`src/hw/dtp_regs.svh`:
```
// Purpose: Register indices, field positions and reset values of the
//          dual touch probe position latch.
// Assumes: One axis per instance; the master selects the axis outside.
// Notes:   Object indices are kept as printed.
`ifndef DTP_REGS_SVH
`define DTP_REGS_SVH

`define DTP_IDX_P1_QTY_SEL 16'h44B0
`define DTP_IDX_P2_QTY_SEL 16'h44B1
`define DTP_IDX_P1_INT_SEL 16'h44B2
`define DTP_IDX_P2_INT_SEL 16'h44B3
`define DTP_IDX_CONTROL 16'h60B8
`define DTP_IDX_STATUS 16'h60B9
`define DTP_IDX_P1_RISE_POS 16'h60BA
`define DTP_IDX_P1_FALL_POS 16'h60BB
`define DTP_IDX_P2_RISE_POS 16'h60BC
`define DTP_IDX_P2_FALL_POS 16'h60BD

// Field positions inside one 8-bit channel half.
`define DTP_CTL_ENABLE 0
`define DTP_CTL_CONTINUOUS 1
`define DTP_CTL_INTERNAL 2
`define DTP_CTL_RISE_EN 4
`define DTP_CTL_FALL_EN 5
`define DTP_STS_ENABLED 0
`define DTP_STS_RISE_DONE 1
`define DTP_STS_FALL_DONE 2
`define DTP_CH2_SHIFT 8

`define DTP_CONTROL_RESET 16'h0000
`define DTP_SELECT_RESET 8'h00

// Timing pulses per output-shaft revolution: 360 / 7.2.
`define DTP_TIMING_PULSES_PER_REV 50

`endif

```
`src/hw/dtp_pkg.sv`:
```
// Purpose: Types shared by the touch probe block.
// Assumes: Nothing beyond the register header.
// Notes:   Positions are signed step counts.
package dtp_pkg;
  typedef logic signed [31:0] dtp_pos_t;
  typedef logic [7:0] dtp_half_t;
  typedef enum logic [1:0]
  {
    DTP_IDLE = 2'b00,
    DTP_ARMED = 2'b01,
    DTP_DONE = 2'b10
  } dtp_arm_e;
endpackage

```
`src/hw/dtp_probe_latch.sv`:
```
// Purpose: Per-axis dual touch probe position latch with object access.
// Assumes: The fieldbus stack decodes the axis sub-index and presents
//          a single-cycle object read/write strobe for this axis.
// Notes:   Reserved control bits are stored but never reach a channel.
// Notes on behaviour
// - Two independent probe channels latch positions.
// - Control low byte probe one, high two.
// - Enable bit gates each channel's capture.
// - Mode bit: first trigger only or every.
// - Source bit: external latch or internal signal.
// - Rising-edge capture enable bit per channel.
// - Falling-edge capture enable bit per channel.
// - Control word resets zero, any value writable.
// - External trigger latches feedback or command position.
// - Internal selector: zero marker or timing pulse.
// - Timing pulse once per 7.2 degrees.
// - Each external latch input serves one channel.
// - Both internal signals usable by both channels.
// - Four read-only signed 32-bit capture registers.
// - Control received, status/positions transmitted as process data.
// - Status: enabled, rising flag, falling flag per channel.
// - Zero marker latches feedback, timing latches command.
`timescale 1ns/1ps
`include "dtp_regs.svh"
module dtp_probe_latch
  import dtp_pkg::*;
(
  input wire logic sys_clk,
  input wire logic arst_n,
  // Receive process data: control word, applied when the strobe is high.
  input wire logic receive_process_data_valid,
  input wire logic [15:0] receive_process_data_control,
  // Transmit process data, refreshed every cycle.
  output logic [15:0] transmit_process_data_status,
  output dtp_pos_t transmit_process_data_p1_rise,
  output dtp_pos_t transmit_process_data_p1_fall,
  output dtp_pos_t transmit_process_data_p2_rise,
  output dtp_pos_t transmit_process_data_p2_fall,
  // Mailbox object access for every object of this axis.
  input wire logic obj_req,
  input wire logic obj_write,
  input wire logic [15:0] obj_index,
  input wire logic [31:0] obj_wdata,
  output logic obj_ack,
  output logic obj_err,
  output logic [31:0] obj_rdata,
  // Trigger inputs.
  input wire logic first_external_latch_input,
  input wire logic second_external_latch_input,
  input wire logic zero_marker_signal,
  input wire logic rotation_timing_pulse,
  // Positions of this axis.
  input wire dtp_pos_t feedback_pos,
  input wire dtp_pos_t command_pos
);

  logic [15:0] probe_control_word;
  dtp_half_t probe1_capture_quantity_select;
  dtp_half_t probe2_capture_quantity_select;
  dtp_half_t probe1_internal_trigger_select;
  dtp_half_t probe2_internal_trigger_select;
  dtp_half_t sts1;
  dtp_half_t sts2;
  dtp_pos_t p1_rise;
  dtp_pos_t p1_fall;
  dtp_pos_t p2_rise;
  dtp_pos_t p2_fall;
  logic [15:0] probe_status_word;
  logic wr;
  logic hit;
  logic [31:0] next_rdata;

  // Reserved control bits are masked off before they reach a channel.
  function automatic dtp_half_t dtp_ctl_half(input logic [7:0] raw);
    dtp_ctl_half = raw & 8'h37;
  endfunction

  // Objects that refuse writes: the status word and the four captures.
  function automatic logic dtp_read_only(input logic [15:0] idx);
    dtp_read_only = idx == `DTP_IDX_STATUS ||
      idx == `DTP_IDX_P1_RISE_POS || idx == `DTP_IDX_P1_FALL_POS ||
      idx == `DTP_IDX_P2_RISE_POS || idx == `DTP_IDX_P2_FALL_POS;
  endfunction

  // -------------------------------------------------------------
  // Writable objects
  // -------------------------------------------------------------
  assign wr = obj_req && obj_write;

  always_ff @(posedge sys_clk or negedge arst_n)
  begin
    if (!arst_n)
      probe_control_word <= `DTP_CONTROL_RESET;
    else if (receive_process_data_valid)
      probe_control_word <= receive_process_data_control;
    else if (wr && obj_index == `DTP_IDX_CONTROL)
      probe_control_word <= obj_wdata[15:0];
  end

  // Selectors reach only the mailbox path; the stack picks the axis.
  always_ff @(posedge sys_clk or negedge arst_n)
  begin
    if (!arst_n)
    begin
      probe1_capture_quantity_select <= `DTP_SELECT_RESET;
      probe2_capture_quantity_select <= `DTP_SELECT_RESET;
      probe1_internal_trigger_select <= `DTP_SELECT_RESET;
      probe2_internal_trigger_select <= `DTP_SELECT_RESET;
    end
    else if (wr)
    begin
      case (obj_index)
        `DTP_IDX_P1_QTY_SEL: probe1_capture_quantity_select <= obj_wdata[7:0];
        `DTP_IDX_P2_QTY_SEL: probe2_capture_quantity_select <= obj_wdata[7:0];
        `DTP_IDX_P1_INT_SEL: probe1_internal_trigger_select <= obj_wdata[7:0];
        `DTP_IDX_P2_INT_SEL: probe2_internal_trigger_select <= obj_wdata[7:0];
        default:
        begin
        end
      endcase
    end
  end

  // -------------------------------------------------------------
  // Probe channels
  // -------------------------------------------------------------
  // The timing pulse arrives already at one per 7.2 degrees.
  dtp_channel u_probe1
  (
    .sys_clk(sys_clk),
    .arst_n(arst_n),
    .ctl(dtp_ctl_half(probe_control_word[7:0])),
    .qty_command(probe1_capture_quantity_select[0]),
    .int_timing(probe1_internal_trigger_select[0]),
    .ext_latch(first_external_latch_input),
    .zero_marker(zero_marker_signal),
    .timing_pulse(rotation_timing_pulse),
    .feedback_pos(feedback_pos),
    .command_pos(command_pos),
    .rise_pos(p1_rise),
    .fall_pos(p1_fall),
    .status(sts1)
  );

  dtp_channel u_probe2
  (
    .sys_clk(sys_clk),
    .arst_n(arst_n),
    .ctl(dtp_ctl_half(probe_control_word[15:8])),
    .qty_command(probe2_capture_quantity_select[0]),
    .int_timing(probe2_internal_trigger_select[0]),
    .ext_latch(second_external_latch_input),
    .zero_marker(zero_marker_signal),
    .timing_pulse(rotation_timing_pulse),
    .feedback_pos(feedback_pos),
    .command_pos(command_pos),
    .rise_pos(p2_rise),
    .fall_pos(p2_fall),
    .status(sts2)
  );

  assign probe_status_word = {sts2, sts1};

  // -------------------------------------------------------------
  // Transmit process data
  // -------------------------------------------------------------
  always_ff @(posedge sys_clk or negedge arst_n)
  begin
    if (!arst_n)
    begin
      transmit_process_data_status <= 16'h0000;
      transmit_process_data_p1_rise <= 32'sh0000_0000;
      transmit_process_data_p1_fall <= 32'sh0000_0000;
      transmit_process_data_p2_rise <= 32'sh0000_0000;
      transmit_process_data_p2_fall <= 32'sh0000_0000;
    end
    else
    begin
      transmit_process_data_status <= probe_status_word;
      transmit_process_data_p1_rise <= p1_rise;
      transmit_process_data_p1_fall <= p1_fall;
      transmit_process_data_p2_rise <= p2_rise;
      transmit_process_data_p2_fall <= p2_fall;
    end
  end

  // -------------------------------------------------------------
  // Object read path
  // -------------------------------------------------------------
  always_comb
  begin
    hit = 1'b1;
    next_rdata = 32'h0000_0000;
    case (obj_index)
      `DTP_IDX_P1_QTY_SEL: next_rdata[7:0] = probe1_capture_quantity_select;
      `DTP_IDX_P2_QTY_SEL: next_rdata[7:0] = probe2_capture_quantity_select;
      `DTP_IDX_P1_INT_SEL: next_rdata[7:0] = probe1_internal_trigger_select;
      `DTP_IDX_P2_INT_SEL: next_rdata[7:0] = probe2_internal_trigger_select;
      `DTP_IDX_CONTROL: next_rdata[15:0] = probe_control_word;
      `DTP_IDX_STATUS: next_rdata[15:0] = probe_status_word;
      `DTP_IDX_P1_RISE_POS: next_rdata = p1_rise;
      `DTP_IDX_P1_FALL_POS: next_rdata = p1_fall;
      `DTP_IDX_P2_RISE_POS: next_rdata = p2_rise;
      `DTP_IDX_P2_FALL_POS: next_rdata = p2_fall;
      default: hit = 1'b0;
    endcase
  end

  // Writes to read-only or unknown objects are refused with an error.
  always_ff @(posedge sys_clk or negedge arst_n)
  begin
    if (!arst_n)
    begin
      obj_ack <= 1'b0;
      obj_err <= 1'b0;
      obj_rdata <= 32'h0000_0000;
    end
    else
    begin
      obj_ack <= obj_req;
      obj_err <= obj_req &&
        (!hit || (obj_write && dtp_read_only(obj_index)));
      obj_rdata <= (obj_req && !obj_write && hit) ? next_rdata : 32'h0000_0000;
    end
  end

endmodule // dtp_probe_latch

```
`src/hw/dtp_channel.sv`:
```
// Purpose: One probe channel: trigger select, edge detect, latch, flags.
// Assumes: Trigger inputs are synchronous to sys_clk.
// Notes:   Single mode disarms each polarity after its first capture.
`timescale 1ns/1ps
`include "dtp_regs.svh"
module dtp_channel
  import dtp_pkg::*;
(
  input wire logic sys_clk,
  input wire logic arst_n,
  input wire dtp_half_t ctl,
  input wire logic qty_command,
  input wire logic int_timing,
  input wire logic ext_latch,
  input wire logic zero_marker,
  input wire logic timing_pulse,
  input wire dtp_pos_t feedback_pos,
  input wire dtp_pos_t command_pos,
  output dtp_pos_t rise_pos,
  output dtp_pos_t fall_pos,
  output dtp_half_t status
);

  logic enabled;
  logic trig;
  logic trig_q;
  logic rise_done;
  logic fall_done;
  logic take_rise;
  logic take_fall;
  logic use_command;
  dtp_pos_t sample;

  assign enabled = ctl[`DTP_CTL_ENABLE];

  // -------------------------------------------------------------
  // Trigger source and captured quantity
  // -------------------------------------------------------------
  always_comb
  begin
    if (!ctl[`DTP_CTL_INTERNAL])
    begin
      trig = ext_latch;
      use_command = qty_command;
    end
    else
    begin
      trig = int_timing ? timing_pulse : zero_marker;
      use_command = int_timing;
    end
  end

  assign sample = use_command ? command_pos : feedback_pos;

  always_ff @(posedge sys_clk or negedge arst_n)
  begin
    if (!arst_n)
      trig_q <= 1'b0;
    else
      trig_q <= trig;
  end

  // -------------------------------------------------------------
  // Edge qualification
  // -------------------------------------------------------------
  // Disabled channel captures nothing; single mode stops after one.
  assign take_rise = enabled && ctl[`DTP_CTL_RISE_EN] && trig && !trig_q
    && (ctl[`DTP_CTL_CONTINUOUS] || !rise_done);
  assign take_fall = enabled && ctl[`DTP_CTL_FALL_EN] && !trig && trig_q
    && (ctl[`DTP_CTL_CONTINUOUS] || !fall_done);

  // -------------------------------------------------------------
  // Capture registers and flags
  // -------------------------------------------------------------
  always_ff @(posedge sys_clk or negedge arst_n)
  begin
    if (!arst_n)
    begin
      rise_pos <= 32'sh0000_0000;
      fall_pos <= 32'sh0000_0000;
    end
    else
    begin
      if (take_rise)
        rise_pos <= sample;
      if (take_fall)
        fall_pos <= sample;
    end
  end

  // Flags clear while disabled, so re-enabling re-arms the channel.
  always_ff @(posedge sys_clk or negedge arst_n)
  begin
    if (!arst_n)
    begin
      rise_done <= 1'b0;
      fall_done <= 1'b0;
    end
    else if (!enabled)
    begin
      rise_done <= 1'b0;
      fall_done <= 1'b0;
    end
    else
    begin
      if (take_rise)
        rise_done <= 1'b1;
      if (take_fall)
        fall_done <= 1'b1;
    end
  end

  always_comb
  begin
    status = 8'h00;
    status[`DTP_STS_ENABLED] = enabled;
    // Flags are hidden in the cycle the enable drops, before they clear.
    status[`DTP_STS_RISE_DONE] = rise_done && enabled;
    status[`DTP_STS_FALL_DONE] = fall_done && enabled;
  end

endmodule // dtp_channel

```
`config.mk`:
```
export PLATFORM = sky130hd
export DESIGN_NAME = dtp_probe_latch
export DESIGN_NICKNAME = d
export VERILOG_FILES = /design/src/hw/dtp_pkg.sv /design/src/hw/dtp_probe_latch.sv /design/src/hw/dtp_channel.sv
export VERILOG_INCLUDE_DIRS = /design/src /design/src/hw
export SDC_FILE = /design/constraint.sdc
export NUM_CORES = 1
export LEC_CHECK = 0
export BUFFER_PORTS_ARGS = -buffer_cell sky130_fd_sc_hd__buf_4
export CORE_ASPECT_RATIO = 1.75
export CORE_UTILIZATION = 49
export CTS_CLUSTER_DIAMETER = 80
export CTS_CLUSTER_SIZE = 28
export DETAILED_ROUTE_END_ITERATION = 8
export PLACE_DENSITY_LB_ADDON = 0.25
export SLEW_MARGIN = 30
export SYNTH_ARGS = -nofsm -noshare
export SYNTH_HDL_FRONTEND = slang
export SYNTH_SLANG_ARGS = --single-unit
```
`constraint.sdc`:
```
create_clock -name sys_clk -period 1.8 [get_ports sys_clk]
set_input_delay 0.09 -clock sys_clk [delete_from_list [all_inputs] [get_ports sys_clk]]
set_output_delay 0.09 -clock sys_clk [all_outputs]
set_load 0.1 [all_outputs]
```
==> run summary, run 1 <==
total routed wirelength - 45700 um
CP peak stage delay - 0.41 ns
layout cells sized above 1 - 0.365
required time worst endpoint - 2.24 ns
# Max-Cap Violations - 0
final hold violations - 0
Sinks on Clock Net - 350
worst hold path type - primary input to register
detailed-router iteration count before antenna repair - 5
WP data arrival - 2.24 ns
RSZ-0062 raised after global routing - yes
GRT overflow - 0
# diodes - 0
setup ws final - -0.00162 ns
Final HPWL DP - 28100 um
initial DRC count - 800
number of synthesized flops with an enable pin - 0
Slew HR - 0.642
Seq/Total Area, Yosys - 0.627
vias in the first global route - 11105
CP Capture Type - register
Most used DFF post-synth - dfrtp_1
Netlist cell types - 48
largest net degree at the start of global routing - 71
Synth area leaders - dfrtp_1 (63%), a21oi_1 (5.6%), mux2i_1 (5.2%), mux2_2 (5.0%), nor2_1 (3.7%)
Longest Clk Path Bufs - 3
Synth Warn # - 0
most common cell in the netlist - dfrtp_1
Pins Over Slew Limit - 0
Post-synth top cells - dfrtp_1 (350), a21oi_1 (156), nor2_1 (139), mux2i_1 (73), mux2_2 (62)
startpoint types - register
first-pass GRT wire length - 62000 um
Die Span X - 130 um
TritonCTS buffer count - 16
drt wl/cell - 23.5 um
DRC - 0
Tcrit/Tclk final - 1.00
initial cell density of the core - 0.499
synthesized flop and latch total - 350
CP max stage cell - dfrtp_1
Leak - 8.69 nW
placed cells - 1802
post-synth top area share - 0.627
fraction of synthesis flops using an asynchronous set or reset pin - 1.00
Max VDD drop - 1.52 mV
Post-layout nets - 1711
row count - 81
Final setup viols - 1
Core ar. - 28000 um2
Cells after Synth - 1139
violated checks - negative setup slack
Final Wtd Congestion - 0.873
die area - 29200 um2
outcome - complete, but fails checks
Syn Area/Cell - 12.3 um2
Reg clk slew, reported paths - 0.11 ns
cell taking the most area after synthesis - dfrtp_1
Layout area overhead - 38.5%
Crit Path Category - register to register
Final TNS setup - -0.00162 ns
initial antenna violation count - 0
PwrDens - 1510 nW/um2
H-tree levels - 1
Fmax - 555 MHz
Tmin final - 1.80 ns
Final Skew - 0.0292 ns
I/O pin count - 315
Root Driver - clkbuf_16
CTS tree - done
via count - 11301
Worst-Margin Slew - 0.536 ns
Worst Path Max Fanout - 8
gr usage total - 0.285
via/cell ratio - 5.80
Die H - 225 um
total chip power - 0.0292 W
hold slack - 0.0470 ns
port buffer count - 288
fin cells - 1948
Post-Syn Area - 14000 um2
post-route ant nets - 0
CP cell instances - mux2_4, a2111oi_4, buf_6, clkbuf_16, nor2_2, a21oi_1
insertion delay to the later sink of the worst-skew pair - 0.52 ns
[worst max-delay path, delay by kind of cell, from the launching register on]
family,cells,cell delay [ns]
AOI/OAI and AO/OA,2,0.50
buffers and inverters,2,0.41
DFF,1,0.41
muxes,1,0.34
and+or+nand+nor,1,0.04
[power breakdown]
group | total (W) | switching [W] | internal [W]
registers | 0.0115 | 0.00149 | 0.0100
logic | 0.0134 | 0.0103 | 0.00304
clock network | 0.00429 | 0.00242 | 0.00187
total | 0.0292 | 0.0142 | 0.0149
[cell usage in the layout (no fill, tap or decap), drive strengths merged, types with 2 or more instances in the layout]
| master | Yosys | layout |
|---|---|---|
| buf | 47 | 383 |
| dfrtp | 350 | 350 |
| a21oi | 156 | 156 |
| nor2 | 139 | 139 |
| dlygate4sd3 | 0 | 104 |
| mux2i | 73 | 73 |
| mux2 | 70 | 70 |
| nand3 | 45 | 45 |
| a31oi | 40 | 40 |
| clkbuf | 44 | 29 |
| nor2b | 25 | 25 |
| nand4b | 22 | 22 |
| o21ai | 19 | 19 |
| nand2 | 16 | 16 |
| conb | 1 | 10 |
| a22o | 9 | 9 |
| nand3b | 9 | 9 |
| nand4 | 9 | 9 |
| mux4 | 8 | 8 |
| and2 | 6 | 6 |
| a2111oi | 6 | 6 |
| nand2b | 5 | 5 |
| a22oi | 4 | 4 |
| o21bai | 4 | 4 |
| and4 | 4 | 4 |
| a32o | 3 | 3 |
| nor3 | 3 | 3 |
| inv | 2 | 3 |
| and4b | 2 | 2 |
| a32oi | 2 | 2 |
| a21boi | 2 | 2 |
| a211oi | 2 | 2 |
| nor3b | 2 | 2 |
| o21a | 2 | 2 |
| nor4b | 2 | 2 |
[what timing repair did]
action / in CTS / in global routing
pin swaps: 1 / 3
endpoints found under the hold margin: 522 / 0
hold buffers: 104 / 0
buffers inserted: 1 / 4
resized for setup: 3 / 113
setup endpoints to repair: 45 / 135
cloned: 1 / 17
[state kept, by name, indices dropped and copies added (netlist names), 6 cells and up]
signal and count:
u_probe2.rise_pos 32, probe_control_word 16, u_probe2.fall_pos 32, u_probe1.fall_pos 32, transmit_process_data_p2_rise 32, probe1_capture_quantity_select 8
probe2_capture_quantity_select 8, transmit_process_data_p1_fall 32, u_probe1.rise_pos 32, transmit_process_data_status 6, transmit_process_data_p2_fall 32, probe2_internal_trigger_select 8
obj_rdata 32, probe1_internal_trigger_select 8, transmit_process_data_p1_rise 32
[per-stage QoR]
stage	instance area [um2]	setup slack (ns)	utilization
2_1_floorplan	14000	-0.00843	-
3_5_place_dp	17100	-0.206	0.610
3_3_place_gp	17100	-0.258	0.610
4_1_cts	18600	-0.0225	0.666
6_report	19300	-0.00162	0.692
5_1_grt	19300	-0.0517	0.692
[final timing paths]
path                       slack, ns                                           from                                           to  cells past startpoint
max                           -0.002  probe2_internal_trigger_select[0]$_DFFE_PN0P_             u_probe2.fall_pos[8]$_DFFE_PN0P_                      6
min                             0.05                     receive_process_data_valid           probe_control_word[10]$_DFFE_PN0P_                      3
max reg2reg                   -0.002  probe2_internal_trigger_select[0]$_DFFE_PN0P_             u_probe2.fall_pos[8]$_DFFE_PN0P_                      6
min reg2reg                     0.40              u_probe2.rise_pos[17]$_DFFE_PN0P_  transmit_process_data_p2_rise[17]$_DFF_PN0_                      0
max in group asynchronous       0.94                                         arst_n  transmit_process_data_p1_fall[25]$_DFF_PN0_                      3
min in group asynchronous       0.07                                         arst_n            u_probe2.fall_pos[18]$_DFFE_PN0P_                      2
[metal layers]
| metal | wire length [um] | up-vias | share of wire | GRT usage |
|---|---|---|---|---|
| met4 | 2620 | 0 | 0.057 | 0.144 |
| met5 | 0 | - | 0 | 0 |
| met1 | 16300 | 5730 | 0.36 | 0.331 |
| met2 | 24300 | 546 | 0.53 | 0.514 |
| li1 | - | 4885 | - | - |
| met3 | 2480 | 140 | 0.054 | 0.0283 |
[cell families (layout without fill, tap and decap cells)]
logic type	after synthesis	after routing	share of synthesized area
DFF	350	350	0.627
and+or+nand+nor	294	294	0.110
AOI/OAI and AO/OA	250	250	0.107
muxes	151	151	0.124
buffers and inverters	93	520	0.0320
other	1	10	0.000268
[cell type report]
cell class / instances / area (um2)
well taps: 373 / 467
clock buffers: 17 / 425
inverters: 2 / 7.51
flip-flops and latches: 350 / 8760
multi-input cells: 705 / 5130
fillers: 2042 / 8630
clock inverters: 2 / 41.3
repair buffers: 499 / 4520
Note: power is estimated with default switching activity, not from simulation.
==> run 2: changes to the inputs <==
Settings changed: CORE_UTILIZATION 49 to 54.
Clock period 1.8 ns to 1.9 ns, I/O delays scaled along.
==> run summary, run 2 (synthesis gave the netlist of run 1 again) <==
outcome - finished clean
via/cell ratio - 5.93
Final Wtd Congestion - 0.912
required time worst endpoint - 2.35 ns
post-route ant nets - 0
Sinks on Clock Net - 350
CTS tree - done
DRC - 0
Final setup viols - 0
Crit Path Category - primary input to register
multi-input logic area - 4850 um2
Core ar. - 25300 um2
Worst Path Max Fanout - 6
initial antenna violation count - 0
PwrDens - 1460 nW/um2
CP cell instances - dlygate4sd3_1, buf_6, nand2_4, nor3_4, buf_6, buf_12, a31oi_1, a21oi_1, dlygate4sd3_1
GRT overflow - 0
CP peak stage delay - 0.57 ns
initial cell density of the core - 0.551
detailed-router iteration count before antenna repair - 8
Pins Over Slew Limit - 0
Reg clk slew, reported paths - 0.11 ns
Layout area overhead - 32.5%
Tcrit/Tclk final - 0.983
hold slack - 0.0299 ns
RSZ-0062 raised after global routing - yes
I/O pin count - 315
Leak - 8.47 nW
gr usage total - 0.315
Tmin final - 1.87 ns
Slew HR - 0.510
Area after DPL - 16900 um2
final hold violations - 0
# diodes - 0
row count - 77
Fillers - 1721
Die Span X - 124 um
worst hold path type - primary input to asynchronous set/reset pin
Root Driver - clkbuf_16
layout cells sized above 1 - 0.307
via count - 11014
Worst-Margin Slew - 0.734 ns
commonest cells after routing, fill and taps aside - dfrtp_1 (349), buf_4 (332), a21oi_1 (156), nor2_1 (139), dlygate4sd3_1 (106)
port buffer count - 288
Reg area - 8760 um2
CP Capture Type - register
drt wl/cell - 22.9 um
TritonCTS buffer count - 16
Die H - 215 um
Max VDD drop - 1.06 mV
CP max stage cell - dlygate4sd3_1
WP data arrival - 2.32 ns
startpoint types - primary input
vias in the first global route - 11497
Longest Clk Path Bufs - 3
Final HPWL DP - 27400 um
initial DRC count - 778
fin area - 18500 um2
H-tree levels - 1
Final Skew - 0.0218 ns
most common cell after layout, fill and taps aside - dfrtp_1
Fmax - 535 MHz
die area - 26500 um2
Post-layout nets - 1678
total routed wirelength - 42500 um
first-pass GRT wire length - 62800 um
insertion delay to the later sink of the worst-skew pair - 0.51 ns
# Max-Cap Violations - 0
largest net degree at the start of global routing - 86
reg-to-reg slack, setup - 0.06 ns
[run 2: cell count changes in the layout (fill, tap and decap cells not counted), sizes merged]
cell	previous run	this run
dlygate4sd3	104	106
clkbuf	29	20
buf	383	357
bufinv	1	0
[run 2: timing repair]
item                                   in CTS  in global routing
gates resized for setup                     1                 15
gates cloned                                0                  4
pin swaps                                   0                  4
endpoints found under the hold margin     522                  0
setup buffers                               0                  5
setup endpoints to repair                   1                 51
hold buffers                              106                  0
[run 2: final timing paths]
check,start,end,cells after the start
max,obj_req,probe_control_word[2]$_DFFE_PN0P_,9
min,arst_n,u_probe1.rise_pos[18]$_DFFE_PN0P_,2
max reg2reg,probe2_internal_trigger_select[0]$_DFFE_PN0P_,u_probe2.fall_pos[21]$_DFFE_PN0P_,5
min reg2reg,u_probe1.fall_pos[5]$_DFFE_PN0P_,transmit_process_data_p1_fall[5]$_DFF_PN0_,0
max in group asynchronous,arst_n,obj_rdata[24]$_DFF_PN0_,3
min in group sys_clk,obj_write,obj_err$_DFF_PN0_,4
[run 2: routing by layer]
layer | up-vias | wire [um] | track usage
met5 | - | 0 | 0
met4 | 0 | 2670 | 0.199
met3 | 138 | 2210 | 0.0366
met2 | 504 | 22700 | 0.544
met1 | 5563 | 14900 | 0.364
li1 | 4809 | - | -
[run 2: worst max-delay path, delay by kind of cell]
family,cells,cell delay (ns)
AOI/OAI and AO/OA,2,0.27
and+or+nand+nor,2,0.34
buffers and inverters,5,1.58
[run 2: through the flow]
stage          worst slack (ns)   util  setup TNS [ns]  instances  power (W)
6_report                 0.0314  0.731               0       1857     0.0270
5_1_grt                 -0.0346  0.731          -0.195       1857     0.0279
4_1_cts                  0.0439  0.725               0       1848     0.0269
3_5_place_dp            -0.0146  0.666         -0.0248       1724     0.0229
3_3_place_gp            -0.0158  0.666         -0.0211       1724     0.0227
2_1_floorplan            0.0916      -               0       1148     0.0197
[run 2: report_power, final]
part	total, W	internal, W	switching [W]
clock	0.00390	0.00164	0.00226
combinational	0.0123	0.00262	0.00966
sequential	0.0108	0.00950	0.00131
[run 2: cell type report]
type                            instances  share of cell area
Tap cell                              316              0.0214
Sequential cell                       350               0.473
Multi-Input combinational cell        705               0.262
Inverter                                2            0.000406
Clock buffer                           17              0.0230
Timing Repair Buffer                  466               0.219
Clock inverter                          1            0.000879
==> run 3: changes to the inputs <==
Settings changed: REMOVE_ABC_BUFFERS set to 1.
==> run summary, run 3 (synthesis gave the netlist of run 1 again) <==
Die H - 215 um
Post-layout nets - 1673
WP data arrival - 2.26 ns
most used routing layer - met2
post-route ant nets - 0
H-tree levels - 1
Final HPWL DP - 25900 um
TritonCTS buffer count - 16
total routed wirelength - 41200 um
commonest cells after routing, fill and taps aside - dfrtp_1 (349), buf_4 (326), a21oi_1 (156), nor2_1 (138), dlygate4sd3_1 (104)
r2r worst-path depth - 6
Reg clk slew, reported paths - 0.10 ns
grt met3 use - 0.0305
Longest Clk Path Bufs - 3
PwrDens - 1450 nW/um2
Tmin final - 1.85 ns
Pins Over Slew Limit - 0
via count - 10952
detailed-router iteration count before antenna repair - 5
worst path bufs/invs - 4
Switching Share - 0.487
Leak - 8.45 nW
Slew HR - 0.627
sequential share of power - 0.401
initial DRC count - 809
Worst-Margin Slew - 0.558 ns
NetSw - 0.0131 W
Final Wtd Congestion - 0.872
# Max-Cap Violations - 0
clock share of power - 0.144
layout cells sized above 1 - 0.306
CTS tree - done
Root Driver - clkbuf_16
CP Capture Type - register
insertion delay to the later sink of the worst-skew pair - 0.52 ns
largest net degree at the start of global routing - 73
Fmax - 540 MHz
die area - 26500 um2
RSZ-0062 raised after global routing - yes
GRT overflow - 0
DRC - 0
Core ar. - 25300 um2
CP peak stage delay - 0.59 ns
port buffer count - 288
first-pass GRT wire length - 61100 um
initial antenna violation count - 3
drt wl/cell - 22.2 um
Final Skew - 0.0174 ns
Final setup viols - 0
CP max stage cell - dlygate4sd3_1
Die Span X - 124 um
met1 usage - 0.368
dpl ws - 0.0573 ns
Layout area overhead - 32.5%
vias in the first global route - 11282
startpoint types - primary input
Max VDD drop - 1.24 mV
outcome - finished clean
met2 usage - 0.545
worst hold path type - primary input to asynchronous set/reset pin
final hold violations - 0
required time worst endpoint - 2.30 ns
row count - 77
setup ws final - 0.0480 ns
Sinks on Clock Net - 350
via/cell ratio - 5.90
most common cell after layout, fill and taps aside - dfrtp_1
Crit Path Category - primary input to register
P_int - 0.0138 W
gr usage total - 0.305
Comb pwr share - 0.455
I/O pin count - 315
Tcrit/Tclk final - 0.975
CP cell instances - buf_4, buf_4, and4bb_2, nand4_1, buf_4, o21ai_0, a21oi_1, dlygate4sd3_1
Crit path top cell by count - buf_4
Levels on crit path - 8
Worst Path Max Fanout - 26
initial cell density of the core - 0.551
post-layout util - 0.730
Crit path max-delay family - buffers and inverters
==> run 3: cell count changes in the layout (fill, tap and decap cells not counted), moves of 2 or more <==
cell | previous run | this run
dlygate4sd3_1 | 106 | 104
buf_12 | 18 | 22
buf_6 | 3 | 6
diode_2 | 0 | 3
buf_8 | 3 | 1
buf_4 | 332 | 326
==> run 3: stage by stage <==
step / setup TNS, ns / hold WS, ns / area, um2 / power, W / cells
final: 0 / 0.0678 / 18500 / 0.0268 / 1855
after global routing: -0.0160 / 0.0734 / 18500 / 0.0278 / 1855
after CTS: 0 / 0.0484 / 18400 / 0.0268 / 1846
after detailed placement: 0 / 0.0362 / 16900 / 0.0228 / 1724
after global placement: 0 / 0.0324 / 16900 / 0.0226 / 1724
after floorplan: -227.48 / -0.201 / 13600 / 0.0196 / 1057
==> run 3: worst paths after layout <==
check,startpoint,end,slack [ns]
max in group asynchronous,arst_n,u_probe2.fall_pos[16]$_DFFE_PN0P_,1.10
min in group sys_clk,zero_marker_signal,u_probe1.trig_q$_DFF_PN0_,0.07
max,obj_index[2],probe_control_word[13]$_DFFE_PN0P_,0.05
min,arst_n,u_probe2.rise_pos[12]$_DFFE_PN0P_,0.07
max reg2reg,probe2_internal_trigger_select[0]$_DFFE_PN0P_,u_probe2.fall_pos[10]$_DFFE_PN0P_,0.05
min reg2reg,u_probe2.fall_pos[12]$_DFFE_PN0P_,transmit_process_data_p2_fall[12]$_DFF_PN0_,0.39
==> run 3: cell type report <==
class	count	area, um2
Clock buffer	17	425
Multi-Input combinational cell	705	4840
Antenna cell	3	7.51
Inverter	2	7.51
Tap cell	316	395
Fill cell	1669	6830
Clock inverter	1	16.3
Sequential cell	350	8760
Timing Repair Buffer	461	4060
==> run 3: power groups by stage <==
stage / Combinational [W] / Clock [W] / Sequential, W
6_report: 0.0122 / 0.00387 / 0.0107
5_1_grt: 0.0126 / 0.00421 / 0.0109
4_1_cts: 0.0121 / 0.00396 / 0.0107
3_5_place_dp: 0.0119 / 0 / 0.0109
3_3_place_gp: 0.0118 / 0 / 0.0108
2_1_floorplan: 0.00160 / 0 / 0.0180
==> run 3: routing by layer <==
metal / up-vias / part of all wire
met5: - / 0
met4: 0 / 0.043
met3: 94 / 0.059
met2: 485 / 0.53
met1: 5561 / 0.36
li1: 4812 / -
==> run 3: worst register-to-register path, stage by stage (launching register included) <==
cell and delay, ns:
dfrtp_1 0.38, mux2_2 0.38, a2111oi_4 0.29, buf_4 0.20, buf_6 0.33, nor2_1 0.09
a21oi_1 0.11
==> run 3: repair_timing <==
action,in CTS,in global routing
hold buffers,104,0
setup buffers,0,2
gates resized for setup,0,5
endpoints found under the setup margin,0,20
hold endpoints to repair,528,0
